`config.mk`:
```
export PLATFORM = sky130hd
export DESIGN_NAME = sdr_clock_ctrl
export DESIGN_NICKNAME = d
export VERILOG_FILES = /design/src/sdr_pkg.sv /design/src/sdr_ramp.sv /design/src/sdr_clock_ctrl.sv
export SDC_FILE = /design/constraint.sdc
export NUM_CORES = 1
export LEC_CHECK = 0
export BUFFER_PORTS_ARGS = -buffer_cell sky130_fd_sc_hd__buf_4
export CORE_ASPECT_RATIO = 0.8
export CORE_MARGIN = 2
export CORE_UTILIZATION = 30
export DETAILED_ROUTE_END_ITERATION = 10
export PLACE_DENSITY = 0.59
export SETUP_SLACK_MARGIN = 0.3
export SLEW_MARGIN = 5
export SYNTH_ARGS = -nofsm -noshare
export SYNTH_HDL_FRONTEND = slang
export SYNTH_SLANG_ARGS = --single-unit
```
`constraint.sdc`:
```
create_clock -name pclk -period 2.8 [get_ports pclk]
set_input_delay 0.28 -clock pclk [delete_from_list [all_inputs] [get_ports pclk]]
set_output_delay 0.28 -clock pclk [all_outputs]
set_load 0.05 [all_outputs]
```
`src/sdr_pkg.sv`:
```
// sdr_pkg: constants shared by the sampling clock delay ramp control block
// assumes: included before every sdr module; apb word-aligned register map
package sdr_pkg;

	// ********************************************************
	// register offsets
	// ********************************************************
	localparam logic [11:0] SDR_OFS_CTRL    = 12'h000;
	localparam logic [11:0] SDR_OFS_TAD     = 12'h004;
	localparam logic [11:0] SDR_OFS_STATUS  = 12'h008;
	localparam logic [11:0] SDR_OFS_SRCOUNT = 12'h00C;

	// ********************************************************
	// field positions
	// ********************************************************
	localparam int SDR_CTRL_SINGLE_BIT  = 0;
	localparam int SDR_CTRL_PROC_BIT    = 1;
	localparam int SDR_FINE_DELAY_CODE_LSB     = 0;
	localparam int SDR_COARSE_DELAY_CODE_LSB   = 8;
	localparam int SDR_CLOCK_INVERT_HALF_PERIOD_BIT      = 16;
	localparam int SDR_RAMP_ENABLE_BIT  = 17;
	localparam int SDR_DELAY_RAMP_FUNCTION_SPD_BIT = 18;
	localparam int SDR_ST_ACTIVE_LSB    = 0;
	localparam int SDR_ST_BUSY_BIT      = 8;
	localparam int SDR_ST_DONE_BIT      = 9;
	localparam int SDR_ST_SYSREF_BIT    = 10;

	// ********************************************************
	// widths and reset values
	// ********************************************************
	localparam int          SDR_CODE_W       = 8;
	localparam int          SDR_SRCNT_W      = 16;
	localparam logic [7:0]  SDR_COARSE_RST   = 8'h00;
	localparam logic [7:0]  SDR_FINE_RST     = 8'h00;
	localparam logic        SDR_SINGLE_RST   = 1'b0;
	localparam logic        SDR_PROC_RST     = 1'b1;

	// ********************************************************
	// ramp timing
	// ********************************************************
	localparam int SDR_RAMP_WINDOW     = 384;
	localparam int SDR_RAMP_SLOW_STEPS = 1;
	localparam int SDR_RAMP_FAST_STEPS = 4;
	localparam int SDR_RAMP_SLOW_CYC   = SDR_RAMP_WINDOW / SDR_RAMP_SLOW_STEPS;
	localparam int SDR_RAMP_FAST_CYC   = SDR_RAMP_WINDOW / SDR_RAMP_FAST_STEPS;
	localparam int SDR_RAMP_CNT_W      = 9;

	typedef enum logic {
		SDR_RAMP_IDLE,
		SDR_RAMP_RUN
	} sdr_ramp_state_t;

endpackage

```
`src/sdr_ramp.sv`:
```
// sdr_ramp: steps the active coarse delay code toward a written target
// assumes: load is a one-cycle pulse from the register write decode
`timescale 1ns/1ps
module sdr_ramp #(
	parameter int CODE_W = sdr_pkg::SDR_CODE_W
) (
	input  wire logic              pclk,
	input  wire logic              presetn,
	input  wire logic              ce,
	input  wire logic              ramp_enable,
	input  wire logic              ramp_speed_select,
	input  wire logic              load,
	input  wire logic [CODE_W-1:0] target,
	output logic      [CODE_W-1:0] active_code,
	output logic                   busy,
	output logic                   done_pulse
);
	import sdr_pkg::*;

	localparam logic [SDR_RAMP_CNT_W-1:0] SLOW_LAST = SDR_RAMP_CNT_W'(SDR_RAMP_SLOW_CYC - 1);
	localparam logic [SDR_RAMP_CNT_W-1:0] FAST_LAST = SDR_RAMP_CNT_W'(SDR_RAMP_FAST_CYC - 1);

	sdr_ramp_state_t     state_ff;
	logic [CODE_W-1:0]   target_ff;
	logic [CODE_W-1:0]   active_ff;
	logic [SDR_RAMP_CNT_W-1:0] cnt_ff;
	logic                done_ff;
	logic                step_due;
	logic [CODE_W-1:0]   nxt_active;

	// ********************************************************
	// step timing
	// ********************************************************
	assign step_due = ramp_speed_select ? (cnt_ff >= FAST_LAST) : (cnt_ff >= SLOW_LAST);

	always_comb begin
		nxt_active = active_ff;
		if (active_ff < target_ff) begin
			nxt_active = active_ff + CODE_W'(1);
		end else if (active_ff > target_ff) begin
			nxt_active = active_ff - CODE_W'(1);
		end
	end

	// ********************************************************
	// ramp engine
	// ********************************************************
	always_ff @(posedge pclk or negedge presetn) begin
		if (!presetn) begin
			state_ff  <= SDR_RAMP_IDLE;
			target_ff <= CODE_W'(SDR_COARSE_RST);
			active_ff <= CODE_W'(SDR_COARSE_RST);
			cnt_ff    <= '0;
			done_ff   <= 1'b0;
		end else if (ce) begin
			done_ff <= 1'b0;
			if (load && !ramp_enable) begin
				target_ff <= target;
				active_ff <= target;
				state_ff  <= SDR_RAMP_IDLE;
			end else if (load) begin
				target_ff <= target;
				cnt_ff    <= '0;
				state_ff  <= (target == active_ff) ? SDR_RAMP_IDLE : SDR_RAMP_RUN;
				done_ff   <= (target == active_ff);
			end else begin
				unique case (state_ff)
					SDR_RAMP_IDLE: begin
						cnt_ff <= '0;
					end
					SDR_RAMP_RUN: begin
						if (!ramp_enable) begin
							active_ff <= target_ff;
							state_ff  <= SDR_RAMP_IDLE;
							done_ff   <= 1'b1;
						end else if (step_due) begin
							cnt_ff    <= '0;
							active_ff <= nxt_active;
							if (nxt_active == target_ff) begin
								state_ff <= SDR_RAMP_IDLE;
								done_ff  <= 1'b1;
							end
						end else begin
							cnt_ff <= cnt_ff + SDR_RAMP_CNT_W'(1);
						end
					end
				endcase
			end
		end
	end

	assign active_code = active_ff;
	assign busy        = (state_ff == SDR_RAMP_RUN);
	assign done_pulse  = done_ff;

endmodule

```
`src/sdr_clock_ctrl.sv`:
```
// sdr_clock_ctrl: sampling clock mode, aperture delay and sysref capture control
// assumes: apb master on pclk; sysref_in synchronous to pclk (device clock)
//
// Our own choices: the APB interface to the registers and the placing of the registers.
`timescale 1ns/1ps
module sdr_clock_ctrl #(
	parameter int CODE_W  = sdr_pkg::SDR_CODE_W,
	parameter int SRCNT_W = sdr_pkg::SDR_SRCNT_W
) (
	input  wire logic              pclk,
	input  wire logic              presetn,
	input  wire logic              ce,
	input  wire logic              psel,
	input  wire logic              penable,
	input  wire logic              pwrite,
	input  wire logic [11:0]       paddr,
	input  wire logic [31:0]       pwdata,
	output logic      [31:0]       prdata,
	output logic                   pready,
	output logic                   pslverr,
	input  wire logic              sysref_in,
	output logic                   sample_on_rise,
	output logic                   sample_on_fall,
	output logic                   proc_timing_en,
	output logic                   serializer_timing_en,
	output logic                   clock_invert_half_period,
	output logic      [CODE_W-1:0] coarse_delay_code,
	output logic      [CODE_W-1:0] fine_delay_code,
	output logic                   ramp_busy,
	output logic                   sysref_capture,
	output logic                   sysref_capture_shifted
);
	import sdr_pkg::*;

	// ********************************************************
	// declarations
	// ********************************************************
	logic                link_mode_select_ff;
	logic                proc_enable_ff;
	logic [CODE_W-1:0]   fine_ff;
	logic [CODE_W-1:0]   coarse_target_ff;
	logic                invert_ff;
	logic                ramp_enable_ff;
	logic                ramp_speed_ff;
	logic                ramp_done_ff;
	logic                sysref_seen_ff;
	logic [SRCNT_W-1:0]  sysref_count_ff;
	logic                sysref_prev_ff;
	logic                sysref_cap_ff;
	logic                sysref_shift_ff;
	logic                rise_ff;
	logic                fall_ff;
	logic                proc_ff;
	logic                ser_ff;
	logic [31:0]         prdata_ff;
	logic                slverr_ff;
	logic                access;
	logic                wr_en;
	logic                rd_en;
	logic                hit;
	logic                coarse_load;
	logic [CODE_W-1:0]   active_coarse;
	logic                ramp_done_pulse;
	logic                sysref_edge;
	logic [31:0]         nxt_prdata;

	// ********************************************************
	// apb decode
	// ********************************************************
	assign access = psel && penable && ce;
	assign hit    = (paddr == SDR_OFS_CTRL) || (paddr == SDR_OFS_TAD) ||
	                (paddr == SDR_OFS_STATUS) || (paddr == SDR_OFS_SRCOUNT);
	assign wr_en  = access && pwrite && hit;
	assign rd_en  = access && !pwrite && hit;
	assign pready = ce;
	assign coarse_load = wr_en && (paddr == SDR_OFS_TAD);

	// ********************************************************
	// control register
	// ********************************************************
	always_ff @(posedge pclk or negedge presetn) begin
		if (!presetn) begin
			link_mode_select_ff <= SDR_SINGLE_RST;
			proc_enable_ff      <= SDR_PROC_RST;
		end else if (wr_en && (paddr == SDR_OFS_CTRL)) begin
			link_mode_select_ff <= pwdata[SDR_CTRL_SINGLE_BIT];
			proc_enable_ff      <= pwdata[SDR_CTRL_PROC_BIT];
		end
	end

	// ********************************************************
	// aperture delay register
	// ********************************************************
	always_ff @(posedge pclk or negedge presetn) begin
		if (!presetn) begin
			fine_ff          <= CODE_W'(SDR_FINE_RST);
			coarse_target_ff <= CODE_W'(SDR_COARSE_RST);
			invert_ff        <= 1'b0;
			ramp_enable_ff   <= 1'b0;
			ramp_speed_ff    <= 1'b0;
		end else if (coarse_load) begin
			fine_ff          <= pwdata[SDR_FINE_DELAY_CODE_LSB +: CODE_W];
			coarse_target_ff <= pwdata[SDR_COARSE_DELAY_CODE_LSB +: CODE_W];
			invert_ff        <= pwdata[SDR_CLOCK_INVERT_HALF_PERIOD_BIT];
			ramp_enable_ff   <= pwdata[SDR_RAMP_ENABLE_BIT];
			ramp_speed_ff    <= pwdata[SDR_DELAY_RAMP_FUNCTION_SPD_BIT];
		end
	end

	// ********************************************************
	// coarse delay ramp
	// ********************************************************
	sdr_ramp #(
		.CODE_W (CODE_W)
	) u_ramp (
		.pclk              (pclk),
		.presetn           (presetn),
		.ce                (ce),
		// bus data only counts at the load edge, the stored bit holds afterwards
		.ramp_enable       (coarse_load ? pwdata[SDR_RAMP_ENABLE_BIT] : ramp_enable_ff),
		.ramp_speed_select (ramp_speed_ff),
		.load              (coarse_load),
		.target            (pwdata[SDR_COARSE_DELAY_CODE_LSB +: CODE_W]),
		.active_code       (active_coarse),
		.busy              (),
		.done_pulse        (ramp_done_pulse)
	);

	// ********************************************************
	// status flags
	// ********************************************************
	always_ff @(posedge pclk or negedge presetn) begin
		if (!presetn) begin
			ramp_done_ff   <= 1'b0;
			sysref_seen_ff <= 1'b0;
		end else if (ce) begin
			if (ramp_done_pulse) begin
				ramp_done_ff <= 1'b1;
			end else if (wr_en && (paddr == SDR_OFS_STATUS) && pwdata[SDR_ST_DONE_BIT]) begin
				ramp_done_ff <= 1'b0;
			end
			if (sysref_edge) begin
				sysref_seen_ff <= 1'b1;
			end else if (wr_en && (paddr == SDR_OFS_STATUS) && pwdata[SDR_ST_SYSREF_BIT]) begin
				sysref_seen_ff <= 1'b0;
			end
		end
	end

	// ********************************************************
	// sysref capture
	// ********************************************************
	// rising-edge only capture keeps the full clock period as window
	assign sysref_edge = sysref_in && !sysref_prev_ff;

	always_ff @(posedge pclk or negedge presetn) begin
		if (!presetn) begin
			sysref_prev_ff  <= 1'b0;
			sysref_cap_ff   <= 1'b0;
			sysref_shift_ff <= 1'b0;
			sysref_count_ff <= '0;
		end else if (ce) begin
			sysref_prev_ff  <= sysref_in;
			sysref_cap_ff   <= sysref_edge;
			if (sysref_edge) begin
				sysref_shift_ff <= invert_ff;
				sysref_count_ff <= sysref_count_ff + SRCNT_W'(1);
			end
		end
	end

	// ********************************************************
	// sampling and timing strobes
	// ********************************************************
	always_ff @(posedge pclk or negedge presetn) begin
		if (!presetn) begin
			rise_ff <= 1'b0;
			fall_ff <= 1'b0;
			proc_ff <= 1'b0;
			ser_ff  <= 1'b0;
		end else if (ce) begin
			rise_ff <= 1'b1;
			fall_ff <= link_mode_select_ff;
			proc_ff <= proc_enable_ff;
			ser_ff  <= proc_enable_ff;
		end
	end

	// ********************************************************
	// read data
	// ********************************************************
	always_comb begin
		nxt_prdata = 32'h00000000;
		unique case (paddr)
			SDR_OFS_CTRL: begin
				nxt_prdata[SDR_CTRL_SINGLE_BIT] = link_mode_select_ff;
				nxt_prdata[SDR_CTRL_PROC_BIT]   = proc_enable_ff;
			end
			SDR_OFS_TAD: begin
				nxt_prdata[SDR_FINE_DELAY_CODE_LSB +: CODE_W]   = fine_ff;
				nxt_prdata[SDR_COARSE_DELAY_CODE_LSB +: CODE_W] = coarse_target_ff;
				nxt_prdata[SDR_CLOCK_INVERT_HALF_PERIOD_BIT]              = invert_ff;
				nxt_prdata[SDR_RAMP_ENABLE_BIT]          = ramp_enable_ff;
				nxt_prdata[SDR_DELAY_RAMP_FUNCTION_SPD_BIT]         = ramp_speed_ff;
			end
			SDR_OFS_STATUS: begin
				nxt_prdata[SDR_ST_ACTIVE_LSB +: CODE_W] = active_coarse;
				nxt_prdata[SDR_ST_BUSY_BIT]             = (active_coarse != coarse_target_ff);
				nxt_prdata[SDR_ST_DONE_BIT]             = ramp_done_ff;
				nxt_prdata[SDR_ST_SYSREF_BIT]           = sysref_seen_ff;
			end
			SDR_OFS_SRCOUNT: begin
				nxt_prdata[SRCNT_W-1:0] = sysref_count_ff;
			end
			default: begin
				nxt_prdata = 32'h00000000;
			end
		endcase
	end

	always_ff @(posedge pclk or negedge presetn) begin
		if (!presetn) begin
			prdata_ff <= 32'h00000000;
			slverr_ff <= 1'b0;
		end else if (ce && psel && !penable) begin
			prdata_ff <= pwrite ? 32'h00000000 : nxt_prdata;
			slverr_ff <= !hit;
		end
	end

	assign prdata  = rd_en ? prdata_ff : 32'h00000000;
	assign pslverr = access && slverr_ff;

	// ********************************************************
	// delay outputs
	// ********************************************************
	// all three delay controls drive the analog path side by side
	assign clock_invert_half_period = invert_ff;
	assign coarse_delay_code        = active_coarse;
	assign fine_delay_code          = fine_ff;
	assign ramp_busy                = (active_coarse != coarse_target_ff);
	assign sample_on_rise           = rise_ff;
	assign sample_on_fall           = fall_ff;
	assign proc_timing_en           = proc_ff;
	assign serializer_timing_en     = ser_ff;
	assign sysref_capture           = sysref_cap_ff;
	assign sysref_capture_shifted   = sysref_shift_ff;

endmodule

```
==> results.yml <==
finish:
  final_util: 0.400
  drive_above_1_share: 0.321
  final_cell_mix: "buf_4 (152), nand2_1 (116), dfrtp_1 (84)"
  stdcell_area_um2: 7540
  final_nets: 839
  area_growth_pct: 31.3
  instances_no_fill: 1039
  antenna_cells: 0
  final_common_cell: "buf_4"
drt:
  first_pass_iters: 5
  via_per_inst: 4.94
  wl_mm: 16.8
  drcViolationCount: 0
  drtIter0Drc: 367
  antenna_left: 0
  vias: 5135
  wire_per_inst_um: 16.1
cts:
  cts_buffer_depth: 2
  clkSinkCount: 92
  clk_latency_ps: 360
  clk_pin_slew_ps: 80
  cts_htree_levels: 3
  root_buffer: "clkbuf_16"
  cts_buffers: 9
  tritoncts: "built"
global_route:
  antenna_found_initial: 0
  grt_pass1_wl_mm: 26.4
  grtUsageTotal: 0.170
  grt_max_degree: 51
  grt_pass1_vias: 4741
  grt_overflow: 0
synthesis:
  yosys.area_share.simple: 0.218
  yosysTopAreaCell: "dfrtp_1"
  ys_seq_elements: 92
  async_flop_share: 1.00
  synthesis.area_um2: 5740
  ys_warn_count: 0
  yosys-mux-area-fraction: 0.0442
  synth_top_family_by_area: "simple AND/OR/NAND/NOR gates"
  seq_area_frac_synth: 0.401
  synth_cells: 642
  ys_types: 67
  synth_enable_flop_cells: 0
  synth-compound-area-share: 0.164
  synth-main-ff-cell: "dfrtp_1"
  synth.avg_cell_area_um2: 8.95
  synthTopCellsByArea: "dfrtp_1 (40%), nand2_1 (7.6%), o21ai_0 (4.4%), xnor2_1 (4.3%), ha_1 (2.6%)"
  synthXorXnorAreaFrac: 0.0704
  synthAdderAreaFrac: 0.0261
  yosysTopAreaCellShare: 0.397
sta:
  rsz0062_at_grt: "true"
  tightestPinTransition_ps: 733
  whs_ps: 104
  finalCriticalPeriod_ps: 2800
  period_share: 0.998
  skew_ps: 9.61
  setup_viol: 0
  max_freq_mhz: 358
  relSlewSlack: 0.511
  hold_viol_final: 0
  slew_violations: 0
  final.setup.tns_ps: 0
die:
  dieArea_um2: 20300
  rows: 45
  core_area_um2: 18900
  die_h_um: 128
  fp.dieW_um: 159
  start_util: 0.304
  ios: 109
place:
  place_congestion: 0.928
  placed_cell_area_um2: 6910
  hpwl_mm: 12.4
  portBuffers: 82
  dp.cells: 1009
power_and_ir_drop:
  ir_worst_vdd_v: 0.000316
  power_density_nw_per_um2: 410
  p_leak_nw: 3.45
job:
  maxCapViolCount: 0
worst_setup_path:
  start_kind: "flip-flop"
  critical_path_class: "flip-flop to flip-flop"
  cp.arrival_ps: 3050
  cp_max_fo: 8
  crit_path_end_kind: "flip-flop"
  required_ps: 3050
hold_path:
  hold_path.class: "primary input to flip-flop"
outcome:
  status: "finished, final reports clean"
[final timing paths]
kind                                            start  slack, ps  cells past startpoint                  endpoint
worst max-delay path            u_ramp.active_code[1]          5                     11               u_ramp.busy
worst min-delay path                       pwdata[16]        100                      3  clock_invert_half_period
worst max register to register  u_ramp.active_code[1]          5                     11               u_ramp.busy
worst min register to register           prdata_ff[8]        470                      2              prdata_ff[8]
max in group asynchronous                     presetn       1540                      3            proc_enable_ff
min in group asynchronous                     presetn        520                      2             prdata_ff[10]
[critical path, cell delays in order, from the launching register on]
cell      delay [ps]
dfrtp_2          430
ha_4             270
nor2b_2          130
o211ai_2         130
buf_4            170
a21o_4           220
buf_6            140
a211oi_2         220
o211a_1          180
nand4_1           70
or4_4            530
a41o_1           190
[metal layers]
layer,routed length [um],share of wire,GRT usage,up-vias
li1,-,-,-,2496
met1,8220,0.49,0.259,2469
met2,7300,0.44,0.243,158
met3,1100,0.066,0.0426,12
met4,136,0.0081,0.0318,0
met5,0,0,0,-
[power breakdown]
group	switching (mW)	leakage, nW	total [mW]	internal, mW
combinational	0.202	2.14	0.348	0.146
sequential	0.0951	1.17	1.50	1.40
clock	0.609	0.144	1.24	0.634
[cell usage after synthesis, drive strengths merged, types with 7 or more instances]
library cell and count:
mux2i 7, nor2 34, inv 24, nand4 12, o31ai 11, xor2 13
mux2 12, xnor2 28, ha 12, a22oi 12, clkbuf 22, nor3 10
buf 25, a21oi 25, dfrtp 91, a211oi 14, nand3 24, nand2 117
o21ai 52, and3 7, nor2b 9, and2 21
[state kept, by name, summed over array words and instances (netlist names), 8 cells and up]
register	count
u_ramp.target_ff	8
u_ramp.active_code	8
coarse_target_ff	8
fine_delay_code	8
u_ramp.cnt_ff	9
prdata_ff	19
sysref_count_ff	16
[cell type report]
cell class,instances,area (um2)
clock inverter,7,77.6
tap,258,323
timing repair buffer,158,1220
inverter,24,95.1
sequential,92,2310
multi-input combinational,491,3290
fill,1902,11300
clock buffer,9,225
[metrics by stage]
step                      power (mW)  setup slack [ps]
final                           3.09              4.79
after global routing            3.23              -106
after CTS                       3.12              65.9
after detailed placement        1.87             -28.3
after global placement          1.86             -25.0
after floorplan                 1.73             -21.3
[logic make-up after synthesis]
kind of cell / Yosys count
xor gates and xnor gates: 43
AOI/OAI and AO/OA: 146
adders and majority gates: 12
DFF: 92
muxes: 21
and+or+nand+nor: 256
other: 1
buffers and inverters: 71
[timing repair]
item	CTS	global route
hold buffers	1	0
pin swaps	6	12
gates cloned	0	0
setup endpoints to repair	8	34
resized for setup	18	24
hold endpoints to repair	49	0
setup buffers	6	7
No activity file was read; power rests on OpenSTA's default activity.
